[config.mk]
export PLATFORM = sky130hd
export DESIGN_NAME = xpd_enable_decode
export DESIGN_NICKNAME = d
export VERILOG_FILES = /design/src/xpd_pkg.sv /design/src/xpd_enable_decode.sv
export VERILOG_INCLUDE_DIRS = /design/src
export SDC_FILE = /design/constraint.sdc
export NUM_CORES = 1
export LEC_CHECK = 0
export BUFFER_PORTS_ARGS = -buffer_cell sky130_fd_sc_hd__buf_2
export CAP_MARGIN = 10
export CORE_MARGIN = 4
export CORE_UTILIZATION = 35
export DETAILED_ROUTE_END_ITERATION = 10
export PLACE_DENSITY = 0.71
export RECOVER_POWER = 50
export SLEW_MARGIN = 10
export SYNTH_ARGS = -nofsm -noshare
export SYNTH_HDL_FRONTEND = slang
export SYNTH_SLANG_ARGS = --single-unit
[constraint.sdc]
create_clock -name core_clk -period 1.6 [get_ports core_clk]
set_input_delay 0.32 -clock core_clk [delete_from_list [all_inputs] [get_ports core_clk]]
set_output_delay 0.32 -clock core_clk [all_outputs]
set_load 0.01 [all_outputs]
[src/xpd_params.svh]
// Register offsets, field positions and reset values of the peripheral enable decoder.
`ifndef XPD_PARAMS_SVH
`define XPD_PARAMS_SVH

// ----------------------------------------------------------------
// Register map (byte addresses on the plain register port)
// ----------------------------------------------------------------
`define XPD_ADDR_W          8
`define XPD_OFS_PERIPH_EN   8'h00
`define XPD_OFS_SYS_CFG     8'h04
`define XPD_OFS_STATUS      8'h08
`define XPD_OFS_EFFECTIVE   8'h0c

// ----------------------------------------------------------------
// Peripheral enable fields
// ----------------------------------------------------------------
`define XPD_EN_W            12
`define XPD_BIT_FIRST_CAN   0
`define XPD_BIT_SECOND_CAN  1
`define XPD_BIT_SMALL_RAM   2
`define XPD_BIT_LARGE_RAM   3
`define XPD_BIT_RTC         4
`define XPD_BIT_EXT_FLASH   5
`define XPD_BIT_PWM         6
`define XPD_BIT_ASYNC       7
`define XPD_BIT_SYNC        8
`define XPD_BIT_I2C         9
`define XPD_BIT_MISC        10
`define XPD_BIT_AUX_PORT    11
`define XPD_EN_RESET        12'h005
`define XPD_EN_ALL          12'hfff
`define XPD_PERIPH_MASK     12'h7d3
`define XPD_PIN_MASK        12'hfd3

// ----------------------------------------------------------------
// System configuration fields
// ----------------------------------------------------------------
`define XPD_BIT_GLOBAL      0
`define XPD_BIT_PROG_MEM    1
`define XPD_BIT_OSC_SEL     2
`define XPD_SYS_CFG_RESET   3'h0

// ----------------------------------------------------------------
// Address decode
// ----------------------------------------------------------------
`define XPD_SEG_XBUS        8'h00
`define XPD_SEG_PROG        8'h08
`define XPD_SEG_FLASH_LO    8'h09
`define XPD_SEG_FLASH_HI    8'h0e
`define XPD_SEG_LARGE_RAM   8'h0f
`define XPD_PAGE_SMALL_LO   8'he0
`define XPD_PAGE_SMALL_HI   8'he7
`define XPD_PAGE_SYNC       8'he8
`define XPD_PAGE_ASYNC      8'he9
`define XPD_PAGE_I2C        8'hea
`define XPD_PAGE_MISC_AUX   8'heb
`define XPD_PAGE_PWM        8'hec
`define XPD_PAGE_RTC        8'hed
`define XPD_PAGE_CAN_LO     8'hee
`define XPD_PAGE_CAN_HI     8'hef

`endif

[src/xpd_pkg.sv]
// Types shared by the peripheral enable decoder and its users.
package xpd_pkg;

	// Where an access is served; one-hot.
	typedef enum logic [4:0] {
		XPD_TGT_OTHER = 5'h01,
		XPD_TGT_INT   = 5'h02,
		XPD_TGT_EXT   = 5'h04,
		XPD_TGT_RSVD  = 5'h08,
		XPD_TGT_EMU   = 5'h10
	} xpd_target_t;

	typedef enum logic [1:0] {
		XPD_OPEN   = 2'h1,
		XPD_LOCKED = 2'h2
	} xpd_lock_t;

	typedef struct packed {
		logic        wr;
		logic        rd;
		logic [7:0]  addr;
		logic [15:0] wdata;
	} xpd_reg_req_t;

	typedef struct packed {
		logic        valid;
		logic [23:0] addr;
	} xpd_access_t;

	typedef struct packed {
		logic        valid;
		xpd_target_t target;
	} xpd_route_t;

endpackage

[src/xpd_enable_decode.sv]
// Peripheral enable register, write lock and on-chip/external address routing.
`timescale 1ns/1ps
`default_nettype none
`include "xpd_params.svh"

module xpd_enable_decode (
	// Clock and reset
	input  wire logic                core_clk,
	input  wire logic                resetn,
	// Register port
	input  wire xpd_pkg::xpd_reg_req_t reg_req,
	output var  logic [15:0]         reg_rdata,
	// Access to be routed
	input  wire xpd_pkg::xpd_access_t  access,
	output var  xpd_pkg::xpd_route_t   route,
	// Emulation strap, from a pin
	input  wire logic                emulation_mode_pin,
	// Power-down
	input  wire logic                powerdown_entry,
	output var  logic                osc_stop,
	// Pin release and effective enables
	output var  logic [11:0]         gpio_release,
	output var  logic [11:0]         periph_active
);
	import xpd_pkg::*;

	// ----------------------------------------------------------------
	// Register state
	// ----------------------------------------------------------------
	logic [11:0] peripheral_enable_reg;
	logic        global_periph_enable;
	logic        internal_program_mem_enable;
	logic        oscillator_stop_select;
	xpd_lock_t   lock_state;
	logic        emu_q1;
	logic        emu_q2;
	logic        emu_q3;
	logic        emu_mode;
	logic [11:0] eff_en;
	logic        wr_en_hit;
	logic        wr_cfg_hit;

	assign wr_en_hit  = reg_req.wr && (reg_req.addr == `XPD_OFS_PERIPH_EN);
	assign wr_cfg_hit = reg_req.wr && (reg_req.addr == `XPD_OFS_SYS_CFG);

	// Effective enables: emulation forces every bit on.
	assign eff_en = emu_mode ? `XPD_EN_ALL : peripheral_enable_reg;

	// ----------------------------------------------------------------
	// Emulation strap synchroniser
	// ----------------------------------------------------------------
	always_ff @(posedge core_clk or negedge resetn) begin
		if (!resetn) begin
			emu_q1 <= 1'b0;
			emu_q2 <= 1'b0;
			emu_q3 <= 1'b0;
		end else begin
			emu_q1 <= emulation_mode_pin;
			emu_q2 <= emu_q1;
			emu_q3 <= emu_q2;
		end
	end

	// The level only counts once two stages agree, filtering a single glitch.
	always_ff @(posedge core_clk or negedge resetn) begin
		if (!resetn) begin
			emu_mode <= 1'b0;
		end else if (emu_q2 == emu_q3) begin
			emu_mode <= emu_q3;
		end
	end

	// ----------------------------------------------------------------
	// Lock state
	// ----------------------------------------------------------------
	always_ff @(posedge core_clk or negedge resetn) begin
		if (!resetn) begin
			lock_state <= XPD_OPEN;
		end else begin
			case (lock_state)
				XPD_OPEN: begin
					if (global_periph_enable) begin
						lock_state <= XPD_LOCKED;
					end
				end
				XPD_LOCKED: lock_state <= XPD_LOCKED;
				default:    lock_state <= XPD_OPEN;
			endcase
		end
	end

	// ----------------------------------------------------------------
	// Peripheral enable register
	// ----------------------------------------------------------------
	// Reserved bits are not stored, so a careless write there does no harm.
	always_ff @(posedge core_clk or negedge resetn) begin
		if (!resetn) begin
			peripheral_enable_reg <= `XPD_EN_RESET;
		end else if (wr_en_hit && !global_periph_enable) begin
			peripheral_enable_reg <= reg_req.wdata[11:0];
		end
	end

	// ----------------------------------------------------------------
	// System configuration
	// ----------------------------------------------------------------
	// The global enable can only be cleared by reset, which keeps the lock stable.
	always_ff @(posedge core_clk or negedge resetn) begin
		if (!resetn) begin
			global_periph_enable        <= 1'b0;
			internal_program_mem_enable <= 1'b0;
			oscillator_stop_select      <= 1'b0;
		end else if (wr_cfg_hit) begin
			global_periph_enable        <= global_periph_enable | reg_req.wdata[`XPD_BIT_GLOBAL];
			internal_program_mem_enable <= reg_req.wdata[`XPD_BIT_PROG_MEM];
			oscillator_stop_select      <= reg_req.wdata[`XPD_BIT_OSC_SEL];
		end
	end

	// ----------------------------------------------------------------
	// Read port
	// ----------------------------------------------------------------
	always_ff @(posedge core_clk or negedge resetn) begin
		if (!resetn) begin
			reg_rdata <= 16'h0000;
		end else if (reg_req.rd) begin
			case (reg_req.addr)
				`XPD_OFS_PERIPH_EN: reg_rdata <= {4'h0, peripheral_enable_reg};
				`XPD_OFS_SYS_CFG:   reg_rdata <= {13'h0000, oscillator_stop_select,
					internal_program_mem_enable, global_periph_enable};
				`XPD_OFS_STATUS:    reg_rdata <= {14'h0000, emu_mode,
					lock_state == XPD_LOCKED};
				`XPD_OFS_EFFECTIVE: reg_rdata <= {4'h0, eff_en};
				default:            reg_rdata <= 16'h0000;
			endcase
		end else begin
			reg_rdata <= 16'h0000;
		end
	end

	// ----------------------------------------------------------------
	// Address routing
	// ----------------------------------------------------------------
	// A disabled XBus block goes external when the global enable is clear or no non-memory peripheral is on, auxiliary ports included.
	function automatic xpd_target_t xbus_pick(input logic on, input logic [11:0] en,
		input logic glob);
		if (glob && on) begin
			xbus_pick = XPD_TGT_INT;
		end else if (glob && |(en & `XPD_PIN_MASK)) begin
			xbus_pick = XPD_TGT_RSVD;
		end else begin
			xbus_pick = XPD_TGT_EXT;
		end
	endfunction

	// A disabled memory goes external unless the global enable is set and its partner memory is on.
	function automatic xpd_target_t mem_pick(input logic on, input logic partner,
		input logic glob);
		if (glob && on) begin
			mem_pick = XPD_TGT_INT;
		end else if (glob && partner) begin
			mem_pick = XPD_TGT_RSVD;
		end else begin
			mem_pick = XPD_TGT_EXT;
		end
	endfunction

	function automatic xpd_target_t route_of(input logic [23:0] a, input logic [11:0] en,
		input logic glob, input logic rom, input logic emu);
		logic [7:0] seg;
		logic [7:0] pg;
		logic       xbus_space;
		seg = a[23:16];
		pg  = a[15:8];
		xbus_space = (seg == `XPD_SEG_XBUS) && (pg >= `XPD_PAGE_SMALL_LO)
			&& (pg <= `XPD_PAGE_CAN_HI);
		route_of = XPD_TGT_OTHER;
		if (emu && (xbus_space || (seg >= `XPD_SEG_FLASH_LO && seg <= `XPD_SEG_LARGE_RAM))) begin
			route_of = XPD_TGT_EMU;
		end else if (seg == `XPD_SEG_XBUS) begin
			if (pg >= `XPD_PAGE_SMALL_LO && pg <= `XPD_PAGE_SMALL_HI) begin
				route_of = (glob && en[`XPD_BIT_SMALL_RAM]) ? XPD_TGT_INT : XPD_TGT_EXT;
			end else if (pg == `XPD_PAGE_SYNC) begin
				route_of = xbus_pick(en[`XPD_BIT_SYNC], en, glob);
			end else if (pg == `XPD_PAGE_ASYNC) begin
				route_of = xbus_pick(en[`XPD_BIT_ASYNC], en, glob);
			end else if (pg == `XPD_PAGE_I2C) begin
				route_of = xbus_pick(en[`XPD_BIT_I2C], en, glob);
			end else if (pg == `XPD_PAGE_MISC_AUX && !a[7]) begin
				route_of = xbus_pick(en[`XPD_BIT_MISC], en, glob);
			end else if (pg == `XPD_PAGE_MISC_AUX) begin
				route_of = xbus_pick(en[`XPD_BIT_AUX_PORT], en, glob);
			end else if (pg == `XPD_PAGE_PWM) begin
				route_of = xbus_pick(en[`XPD_BIT_PWM], en, glob);
			end else if (pg == `XPD_PAGE_RTC) begin
				route_of = xbus_pick(en[`XPD_BIT_RTC], en, glob);
			end else if (pg >= `XPD_PAGE_CAN_LO && pg <= `XPD_PAGE_CAN_HI) begin
				route_of = xbus_pick(en[`XPD_BIT_FIRST_CAN] | en[`XPD_BIT_SECOND_CAN],
					en, glob);
			end
		end else if (seg == `XPD_SEG_PROG) begin
			if (rom) begin
				route_of = XPD_TGT_INT;
			end else if (!glob) begin
				route_of = XPD_TGT_EXT;
			end else if (en[`XPD_BIT_LARGE_RAM] || en[`XPD_BIT_EXT_FLASH]) begin
				route_of = XPD_TGT_RSVD;
			end else begin
				route_of = XPD_TGT_EXT;
			end
		end else if (seg >= `XPD_SEG_FLASH_LO && seg <= `XPD_SEG_FLASH_HI) begin
			route_of = mem_pick(en[`XPD_BIT_EXT_FLASH], en[`XPD_BIT_LARGE_RAM], glob);
		end else if (seg == `XPD_SEG_LARGE_RAM) begin
			route_of = mem_pick(en[`XPD_BIT_LARGE_RAM], en[`XPD_BIT_EXT_FLASH], glob);
		end
	endfunction

	// The routing answer stands one cycle after the access is presented.
	always_ff @(posedge core_clk or negedge resetn) begin
		if (!resetn) begin
			route <= '{valid: 1'b0, target: XPD_TGT_OTHER};
		end else begin
			route.valid  <= access.valid;
			route.target <= access.valid ? route_of(access.addr, eff_en, global_periph_enable,
				internal_program_mem_enable, emu_mode) : XPD_TGT_OTHER;
		end
	end

	// ----------------------------------------------------------------
	// Pins and oscillator
	// ----------------------------------------------------------------
	always_ff @(posedge core_clk or negedge resetn) begin
		if (!resetn) begin
			gpio_release  <= ~`XPD_EN_RESET & `XPD_PIN_MASK;
			periph_active <= `XPD_EN_RESET;
		end else begin
			gpio_release  <= ~eff_en & `XPD_PIN_MASK;
			periph_active <= eff_en;
		end
	end

	always_ff @(posedge core_clk or negedge resetn) begin
		if (!resetn) begin
			osc_stop <= 1'b0;
		end else begin
			osc_stop <= powerdown_entry && (!eff_en[`XPD_BIT_RTC] || oscillator_stop_select);
		end
	end
endmodule
`default_nettype wire

=== After elaboration in Yosys (flattened, before gate mapping) ===
Cells that the tools add are included.

* Register bits: 65
* Input bits: 55
* Output and inout bits: 47
* Word-level logic and storage cells: 110

* $lt $le $gt $ge: 7
* Eq/ne operators: 15
* Multiplexer cells: 37
* Bitwise gates (word level): 3
* Reduce and logical (&&, ||, !) cells: 33

{| class="wikitable"
|+ Operators by type and width
! operator !! number
|-
| 2-to-1 mux 5 bit || 19
|-
| equality test 8 bit, second input constant || 6
|-
| 2-to-1 mux 4 bit || 12
|-
| case mux 12 bit (4 select lines) || 1
|-
| equality test 8 x 4 -> 1 bit, second input constant || 4
|-
| logical AND 1 bit || 24
|-
| >= comparator 8 bit, second input constant || 2
|-
| <= comparator 8 x 4 -> 1 bit, second input constant || 2
|-
| <= comparator 8 bit, second input constant || 2
|-
| zero test 8 bit || 2
|-
| 2-to-1 mux 16 bit || 1
|-
| 2-to-1 mux 12 bit || 1
|-
| NOT 12 bit || 1
|-
| OR reduction 9 bit || 1
|-
| equality test 8 x 3 -> 1 bit, second input constant || 1
|-
| >= comparator 8 x 4 -> 1 bit, second input constant || 1
|-
| case mux 2 bit (2 select lines) || 1
|-
| zero test 1 bit || 3
|-
| logical OR 1 bit || 3
|-
| 2-to-1 mux 3 bit || 1
|-
| equality test 2 x 1 -> 1 bit, second input constant || 1
|-
| equality test 2 bit, second input constant || 1
|-
| 2-to-1 mux 2 bit || 1
|-
| inequality test 2 bit, second input constant || 1
|-
| 2 further kinds || 3
|}

=== Longest topological paths before layout ===
Gate-level depths: netlist of run 1.

* Depth after elaboration: 17
* Depth in mapped cells: 7
* Mapped depth without buffers: 6

=== Worst setup path before layout of run 1 ===
No wires, ideal clock.

* Path type: input to register
* From: in reg_req[23] (netlist name)
* To: reg peripheral_enable_reg[10]
* Library setup time: 0.128 ns
* Arrival time: 1.320 ns
* Data required time: 1.472 ns
* Setup slack: 0.152 ns
* Stages on the path: 6
* Path buffers: 1
* Cells stage by stage: nor2_1 -> nand3_1 -> nor3b_2 -> nand2_1 -> buf_2 -> mux2_1

* Longest elaborated chain between the ends: 3

{| class="wikitable"
|+ Ends and longest elaborated chain
! item !! RTL line !! RTL
|-
| start: declaration || xpd_enable_decode.sv:11 || <nowiki>input wire xpd_pkg::xpd_reg_req_t reg_req,</nowiki>
|-
| zero test 8 bit || n/a ||
|-
| logical AND 1 bit || xpd_enable_decode.sv:43 || <nowiki>assign wr_en_hit = reg_req.wr && (reg_req.addr == `XPD_OFS_PERIPH_EN);</nowiki>
|-
| logical AND 1 bit || xpd_enable_decode.sv:99 || <nowiki>end else if (wr_en_hit && !global_periph_enable) begin</nowiki>
|-
| end signal: assignment || xpd_enable_decode.sv:98 || <nowiki>peripheral_enable_reg <= `XPD_EN_RESET;</nowiki>
|-
| end signal: assignment || xpd_enable_decode.sv:100 || <nowiki>peripheral_enable_reg <= reg_req.wdata[11:0];</nowiki>
|-
| end: declaration || xpd_enable_decode.sv:30 || <nowiki>logic [11:0] peripheral_enable_reg;</nowiki>
|}

No other way between the ends.
A chain may end at the register's enable or synchronous reset.

=== Worst setup path after layout of run 1 ===
* From: reg emu_mode
* To: reg route[2] (netlist name)

* Elaborated cells on any way between the ends: 49
* Those cells by class: 33 x mux; 1 x bitwise; 15 x reduce/logical

{| class="wikitable"
|+ RTL lines
! item !! RTL line !! RTL
|-
| start: declaration || xpd_enable_decode.sv:38 || <nowiki>logic emu_mode;</nowiki>
|-
| start signal: assignment || xpd_enable_decode.sv:69 || <nowiki>emu_mode <= emu_q3;</nowiki>
|-
| 2-to-1 mux 12 bit || xpd_enable_decode.sv:47 || <nowiki>assign eff_en = emu_mode ? `XPD_EN_ALL : peripheral_enable_reg;</nowiki>
|-
| net eff_en[2] || xpd_enable_decode.sv:39 || <nowiki>logic [11:0] eff_en;</nowiki>
|-
| logical AND 1 bit || xpd_enable_decode.sv:182 || <nowiki>route_of = (glob && en[`XPD_BIT_SMALL_RAM]) ? XPD_TGT_INT : XPD_TGT_EXT;</nowiki>
|-
| 2-to-1 mux 3 bit || xpd_enable_decode.sv:182 ||
|-
| 2-to-1 mux 5 bit || xpd_enable_decode.sv:181 || <nowiki>if (pg >= `XPD_PAGE_SMALL_LO && pg <= `XPD_PAGE_SMALL_HI) begin</nowiki>
|-
| 2-to-1 mux 5 bit || xpd_enable_decode.sv:180 || <nowiki>end else if (seg == `XPD_SEG_XBUS) begin</nowiki>
|-
| 2-to-1 mux 5 bit || xpd_enable_decode.sv:178 || <nowiki>if (emu && (xbus_space || (seg >= `XPD_SEG_FLASH_LO && seg <= `XPD_SEG_LARGE_RAM))) begin</nowiki>
|-
| 2-to-1 mux 5 bit || xpd_enable_decode.sv:224 || <nowiki>route.target <= access.valid ? route_of(access.addr, eff_en, global_periph_enable,</nowiki>
|-
| end signal: assignment || xpd_enable_decode.sv:221 || <nowiki>route <= '{valid: 1'b0, target: XPD_TGT_OTHER};</nowiki>
|-
| end: declaration || xpd_enable_decode.sv:15 || <nowiki>output var xpd_pkg::xpd_route_t route,</nowiki>
|}

The timed path passes the listed nets, and every way through them passes these cells.

==> run_results.csv, run 1 <==
group,metric,value,unit
outcome,outcome,"complete, but fails checks",
outcome,violations,"negative setup slack",
drt,drc,0,
logic_synthesis,yosysUniqueCellTypes,56,
sta,rsz0062_at_grt,"yes",
logic_synthesis,synth_ff_type,"dfrtp_1",
sta,hold_violations,0,
logic_synthesis,synthSimpleGateAreaFrac,15.9,%
layout,layout_common_cells,"buf_2 (83), dfrtp_1 (46), buf_4 (30)",
grt,grt.overflow.total,0,
power_and_ir_drop,power_density,941,nW/um^2
logic_synthesis,synth_edf_count,0,
cts,clkTransAtPathRegs,0.07,ns
drt,vias,2231,
sta,finalMaxSlewViolations,0,
sta,fin_skew,0.00969,ns
logic_synthesis,synthMuxAreaShare,6.90,%
setup_path,arrival,1.89,ns
layout,utilization,48.4,%
cts,cts_tree,"yes",
logic_synthesis,syn_area,2760,sq um
grt,use_met3,5.70,%
logic_synthesis,synth_top_family_by_area,"simple AND/OR/NAND/NOR gates",
setup_path,cp_cell_sequence,"buf_4, nor2_4, inv_1, a2111oi_4, a41oi_1, o21a_1, nor2_2",
sta,max_slew_margin,46.6,%
setup_path,path_buf_inv,2,
grt,use_met2,24.8,%
power_and_ir_drop,irDropWorstVdd,0.495,mV
die,fp-row-count,32,
setup_path,worst_path_max_delay_cell,"dfrtp_2",
layout,drive_above_1_share,49.3,%
logic_synthesis,syn_inst,241,
grt,grt_pass1_wl,11200,microns
logic_synthesis,synth_compound_gate_area_share,13.1,%
logic_synthesis,synth_fa_ha_area_share,1.27,%
sta,setup_slack,-0.0200,ns
die,die_height,96.7,microns
layout,nFillCells,701,
grt,grt_max_degree,62,
run,drv_cap,0,
grt,first_global_vias,2354,
die,start_util,35.9,%
drt,firstDrtPassIters,4,
cts,root_buffer,"clkbuf_8",
setup_path,cp_max_fo,6,
placed_design,pre_cts_ws,-0.117,ns
drt,antenna_left,0,
drt,post_drt_wl_per_cell,14.5,microns
die,io_pins,102,
layout,fin_nets,413,
layout,area_growth,35.0,%
grt,grtUsageTotal,15.2,%
setup_path,crit_required,1.87,ns
grt,antenna_found_initial,0,
logic_synthesis,seq_area_frac_synth,56.0,%
cts,cts-htree-levels,3,
sta,period_share,101,%
setup_path,end_kind,"register",
min_path,hold_path_class,"in2reg",
sta,timing.fmax,617,MHz
logic_synthesis,yosys_warnings,0,
sta,worst_pin_slew,0.801,ns
logic_synthesis,ys_async_sr_fraction,100,%
cts,insertion_delay,0.34,ns
setup_path,startpoint_type,"register",
logic_synthesis,postSynthAreaPerCell,11.4,sq um
cts,cts_sinks,61,
sta,layout_min_cycle_time,1.62,ns
layout,final_common_cell,"buf_2",
setup_path,crit_path_max_incr_delay,0.46,ns
cts,cts.path.max_buffers,2,
power_and_ir_drop,cellLeakagePower,0.00181,uW
setup_path,cp_top_family,"compound AO/OA/AOI/OAI gates",
drt,via_per_inst,4.82,
grt,met1_usage,17.6,%
drt,dr.first_iter.drc_count,95,
setup_path,path_class,"reg2reg",
die,dieWidth,96.7,microns
cts,numCtsBuffers,9,
logic_synthesis,synthXorXnorAreaFrac,0.318,%
grt,busiest_layer,"met2",
placed_design,gp_congestion,0.950,
layout,diodes,0,
sta,finalSetupTns,-0.0284,ns
logic_synthesis,ys_ff_latch,61,
sta,report.final.setup_viol,2,
placed_design,dpl.hpwl,4960,microns
die,fp.coreArea,7690,sq um
die,die_area,9360,sq um
placed_design,io_buffers,83,
drt,finalWirelength,6730,microns
==> per-layer routing <==
layer	vias to the layer above	part of all wire (%)	wire, microns
met5	-	0	0
met4	0	2.5	165
met3	15	6.5	439
met2	82	49	3320
met1	1070	42	2800
li1	1064	-	-
==> worst register-to-register path, cell delays in order (launching register included) <==
cell	delay, ns
dfrtp_2	0.46
buf_4	0.18
nor2_4	0.10
inv_1	0.10
a2111oi_4	0.35
a41oi_1	0.09
o21a_1	0.20
nor2_2	0.08
==> synth_stat cells, types with 6 or more instances <==
cell type / n / area share, %
dfrtp_1: 47 / 43
nor2_1: 23 / 3.1
dfstp_2: 14 / 13
inv_1: 13 / 1.8
a22oi_1: 12 / 3.3
nand2_1: 11 / 1.5
mux2_1: 10 / 4.1
o21ai_0: 8 / 1.5
buf_4: 7 / 1.9
buf_2: 6 / 1.1
mux2_2: 6 / 2.5
or2_2: 6 / 1.4
==> per-stage QoR <==
step / cells / hold WS (ns) / area [sq um] / total power [uW]
finish: 463 / 0.0778 / 3720 / 3500
global placement: 439 / 0.335 / 3420 / 2130
floorplan: 247 / 0.0244 / 2780 / 1910
detailed placement: 439 / 0.336 / 3420 / 2140
CTS: 462 / 0.0575 / 3700 / 3550
global route: 463 / 0.0529 / 3720 / 3680
==> where the power goes <==
part	switching [uW]	total [uW]	internal, uW
Combinational	265	497	231
Sequential	21.5	1650	1630
Clock	602	1360	754
Total	889	3500	2610
==> path summary, 6_finish.rpt <==
check | startpoint | end | slack (ns) | cells past startpoint
worst max-delay path | emu_mode | route[2] | -0.02 | 7
worst min-delay path | emulation_mode_pin | emu_q1 | 0.08 | 1
worst max register to register | emu_mode | route[2] | -0.02 | 7
worst min register to register | emu_q1 | emu_q2 | 0.35 | 0
max in group asynchronous | resetn | emu_mode | 0.32 | 3
min in group asynchronous | resetn | periph_active[6] | 0.71 | 3
==> cells by family after synthesis <==
family	Yosys count
AOI/OAI and AO/OA	48
xor gates and xnor gates	1
adders and majority gates	3
buffers and inverters	35
DFF	61
muxes	17
other	1
and+or+nand+nor	75
==> timing repair <==
item	CTS	global route
pin swaps	1	1
cloned	0	0
resized for setup	9	7
endpoints found under the setup margin	3	5
buffers inserted	6	2
hold buffers	1	0
hold endpoints to repair	47	0
==> final cells by class <==
type	instances	area (sq um)	share of cell area [%]
inverter	15	56.3	1.51
tap	102	128	3.43
clock buffer	10	138	3.70
multi-input combinational	151	1110	29.8
sequential	61	1550	41.5
clock inverter	6	62.6	1.68
timing repair buffer	118	684	18.4
Note: power is estimated with default switching activity, not from simulation.
==> run 2, diff against run 1 <==
CORE_MARGIN = 3   (was 4)
==> run 2 against run 1 <==
Effect of this change:
- the run still ends with negative setup slack left
- register-to-register slack got worse by 0.08 ns
- worst setup slack worse by 0.085 ns
- fmax down 5.0%
- first-iteration DRC count decreased by 16%
- via count fell by 1.3%
- combinational power increased by 6.8%
- sequential share of layout area down 1.1 points
- flip-flop and latch count is the same
- critical endpoint is now route[1]
==> run_results.csv, run 2 (synthesis gave the netlist of run 1 again) <==
group,metric,value,unit
drt,post_drt_wl_per_cell,14.1,microns
cts,cts_tree,"yes",
setup_path,rrSetupSlack,-0.10,ns
power_and_ir_drop,cellLeakagePower,0.00183,uW
setup_path,worst_path_max_delay_cell,"dfrtp_2",
layout,area.sequential,1550,sq um
power_and_ir_drop,power_density,928,nW/um^2
power_and_ir_drop,irDropWorstVdd,0.449,mV
die,die_height,94.7,microns
layout,drive_above_1_share,52.6,%
sta,report.final.setup_viol,2,
drt,firstDrtPassIters,4,
sta,period_share,107,%
cts,numCtsBuffers,9,
sta,layout_min_cycle_time,1.70,ns
setup_path,reg2reg_depth,6,
layout,multi_input_area,1160,sq um
die,fp-row-count,31,
placed_design,io_buffers,83,
setup_path,cp_cell_sequence,"or2_4, inv_2, o21ai_2, a211oi_2, o41a_1, nor4_2",
layout,utilization,51.4,%
min_path,hold_path_class,"in2reg",
setup_path,startpoint_type,"register",
min_path,hp-start,"emulation_mode_pin",
sta,finalMaxSlewViolations,0,
placed_design,dpl.hpwl,4820,microns
outcome,violations,"negative setup slack",
die,io_pins,102,
grt,grt_pass1_wl,10200,microns
setup_path,r2r_end,"route[1]",
setup_path,cp_max_fo,7,
layout,fin_nets,415,
grt,grtUsageTotal,15.3,%
drt,vias,2203,
sta,holdWs,0.0746,ns
sta,fin_skew,0.00715,ns
placed_design,pre_cts_ws,-0.119,ns
outcome,outcome,"complete, but fails checks",
grt,grt.overflow.total,0,
setup_path,arrival,1.95,ns
setup_path,crit_path_max_incr_delay,0.47,ns
drt,drc,0,
sta,rsz0062_at_grt,"yes",
drt,dr.first_iter.drc_count,80,
setup_path,worstReg2RegStart,"emu_mode",
layout,diodes,0,
layout,layout_common_cells,"buf_2 (82), dfrtp_1 (45), buf_4 (28)",
placed_design,gp_congestion,0.891,
die,dieWidth,94.7,microns
grt,grt_max_degree,62,
cts,cts.path.max_buffers,2,
sta,setup_slack,-0.105,ns
cts,clkTransAtPathRegs,0.07,ns
sta,max_slew_margin,46.9,%
min_path,min_to,"emu_q1",
sta,worst_pin_slew,0.796,ns
grt,antenna_found_initial,1,
sta,hold_violations,0,
layout,nFillCells,685,
sta,timing.fmax,587,MHz
grt,first_global_vias,2114,
cts,cts-htree-levels,3,
drt,finalWirelength,6530,microns
setup_path,crit_required,1.85,ns
drt,antenna_left,0,
die,fp.coreArea,7450,sq um
cts,insertion_delay,0.35,ns
run,drv_cap,0,
cts,root_buffer,"clkbuf_8",
layout,area_growth,38.8,%
setup_path,end_kind,"register",
cts,cts_sinks,61,
drt,via_per_inst,4.77,
die,start_util,37.0,%
die,die_area,8980,sq um
min_path,hold_path_depth,1,
layout,final_common_cell,"buf_2",
setup_path,path_class,"reg2reg",
-- run 2: changes by cell type in the layout (fill, tap and decap cells not counted), moves of 2 or more --
| cell | before | now |
|---|---|---|
| buf_6 | 2 | 5 |
| buf_12 | 0 | 2 |
| buf_4 | 30 | 28 |
| nor3_1 | 3 | 1 |
| nor4_1 | 3 | 1 |
| nor4_2 | 1 | 3 |
-- run 2: report_power, final --
part | internal, uW | switching, uW
logic | 257 | 274
clock network | 722 | 644
registers | 1630 | 24.5
total | 2610 | 943
-- run 2: final cells by class --
class	count	share of cell area, %
clock inverter	7	1.96
multi-input combinational	151	30.3
tap	99	3.24
sequential	61	40.4
inverter	15	1.54
timing repair buffer	120	19.3
clock buffer	9	3.24
-- run 2: worst max path at each step --
stage	startpoint	endpoint	depth (start not counted)
3_5_place_dp	emu_mode	route[1]	7
2_1_floorplan	reg_req[23]	peripheral_enable_reg[10]	6
5_1_grt	emu_mode	route[1]	6
6_report	emu_mode	route[1]	6
3_3_place_gp	emu_mode	route[1]	6
4_1_cts	emu_mode	route[1]	6
-- run 2: routing by layer --
metal  up-vias  part of all wire [%]  track usage, %  routed length, microns
met1      1040                    43            19.4                    2820
met4         2                   1.7            8.05                     114
met2        77                    47            23.3                    3100
met5         -                  0.11               0                       7
met3        14                   7.6            5.18                     495
li1       1070                     -               -                       -
-- run 2: worst max-delay path: cells and delay by family (launching register included) --
family / cells / cell delay, ns
AO/OA/AOI/OAI: 3 / 0.65
buffers and inverters: 1 / 0.04
flip-flops: 1 / 0.47
AND/OR/NAND/NOR: 2 / 0.45
-- run 2: stage by stage --
| step | instance area, sq um | cells | TNS, ns | total power, uW |
|---|---|---|---|---|
| 4_1_cts | 3710 | 457 | -0.153 | 3540 |
| 2_1_floorplan | 2780 | 247 | 0 | 1910 |
| 6_report | 3820 | 462 | -0.147 | 3550 |
| 5_1_grt | 3820 | 462 | -0.405 | 3720 |
| 3_5_place_dp | 3430 | 438 | -0.276 | 2140 |
| 3_3_place_gp | 3430 | 438 | -0.0942 | 2120 |
-- run 2: timing repair --
item,4_1_cts,5_1_grt
buffers inserted,2,5
gates resized for setup,10,18
hold buffers,1,0
hold endpoints to repair,47,0
setup endpoints to repair,3,3
pin swaps,4,17
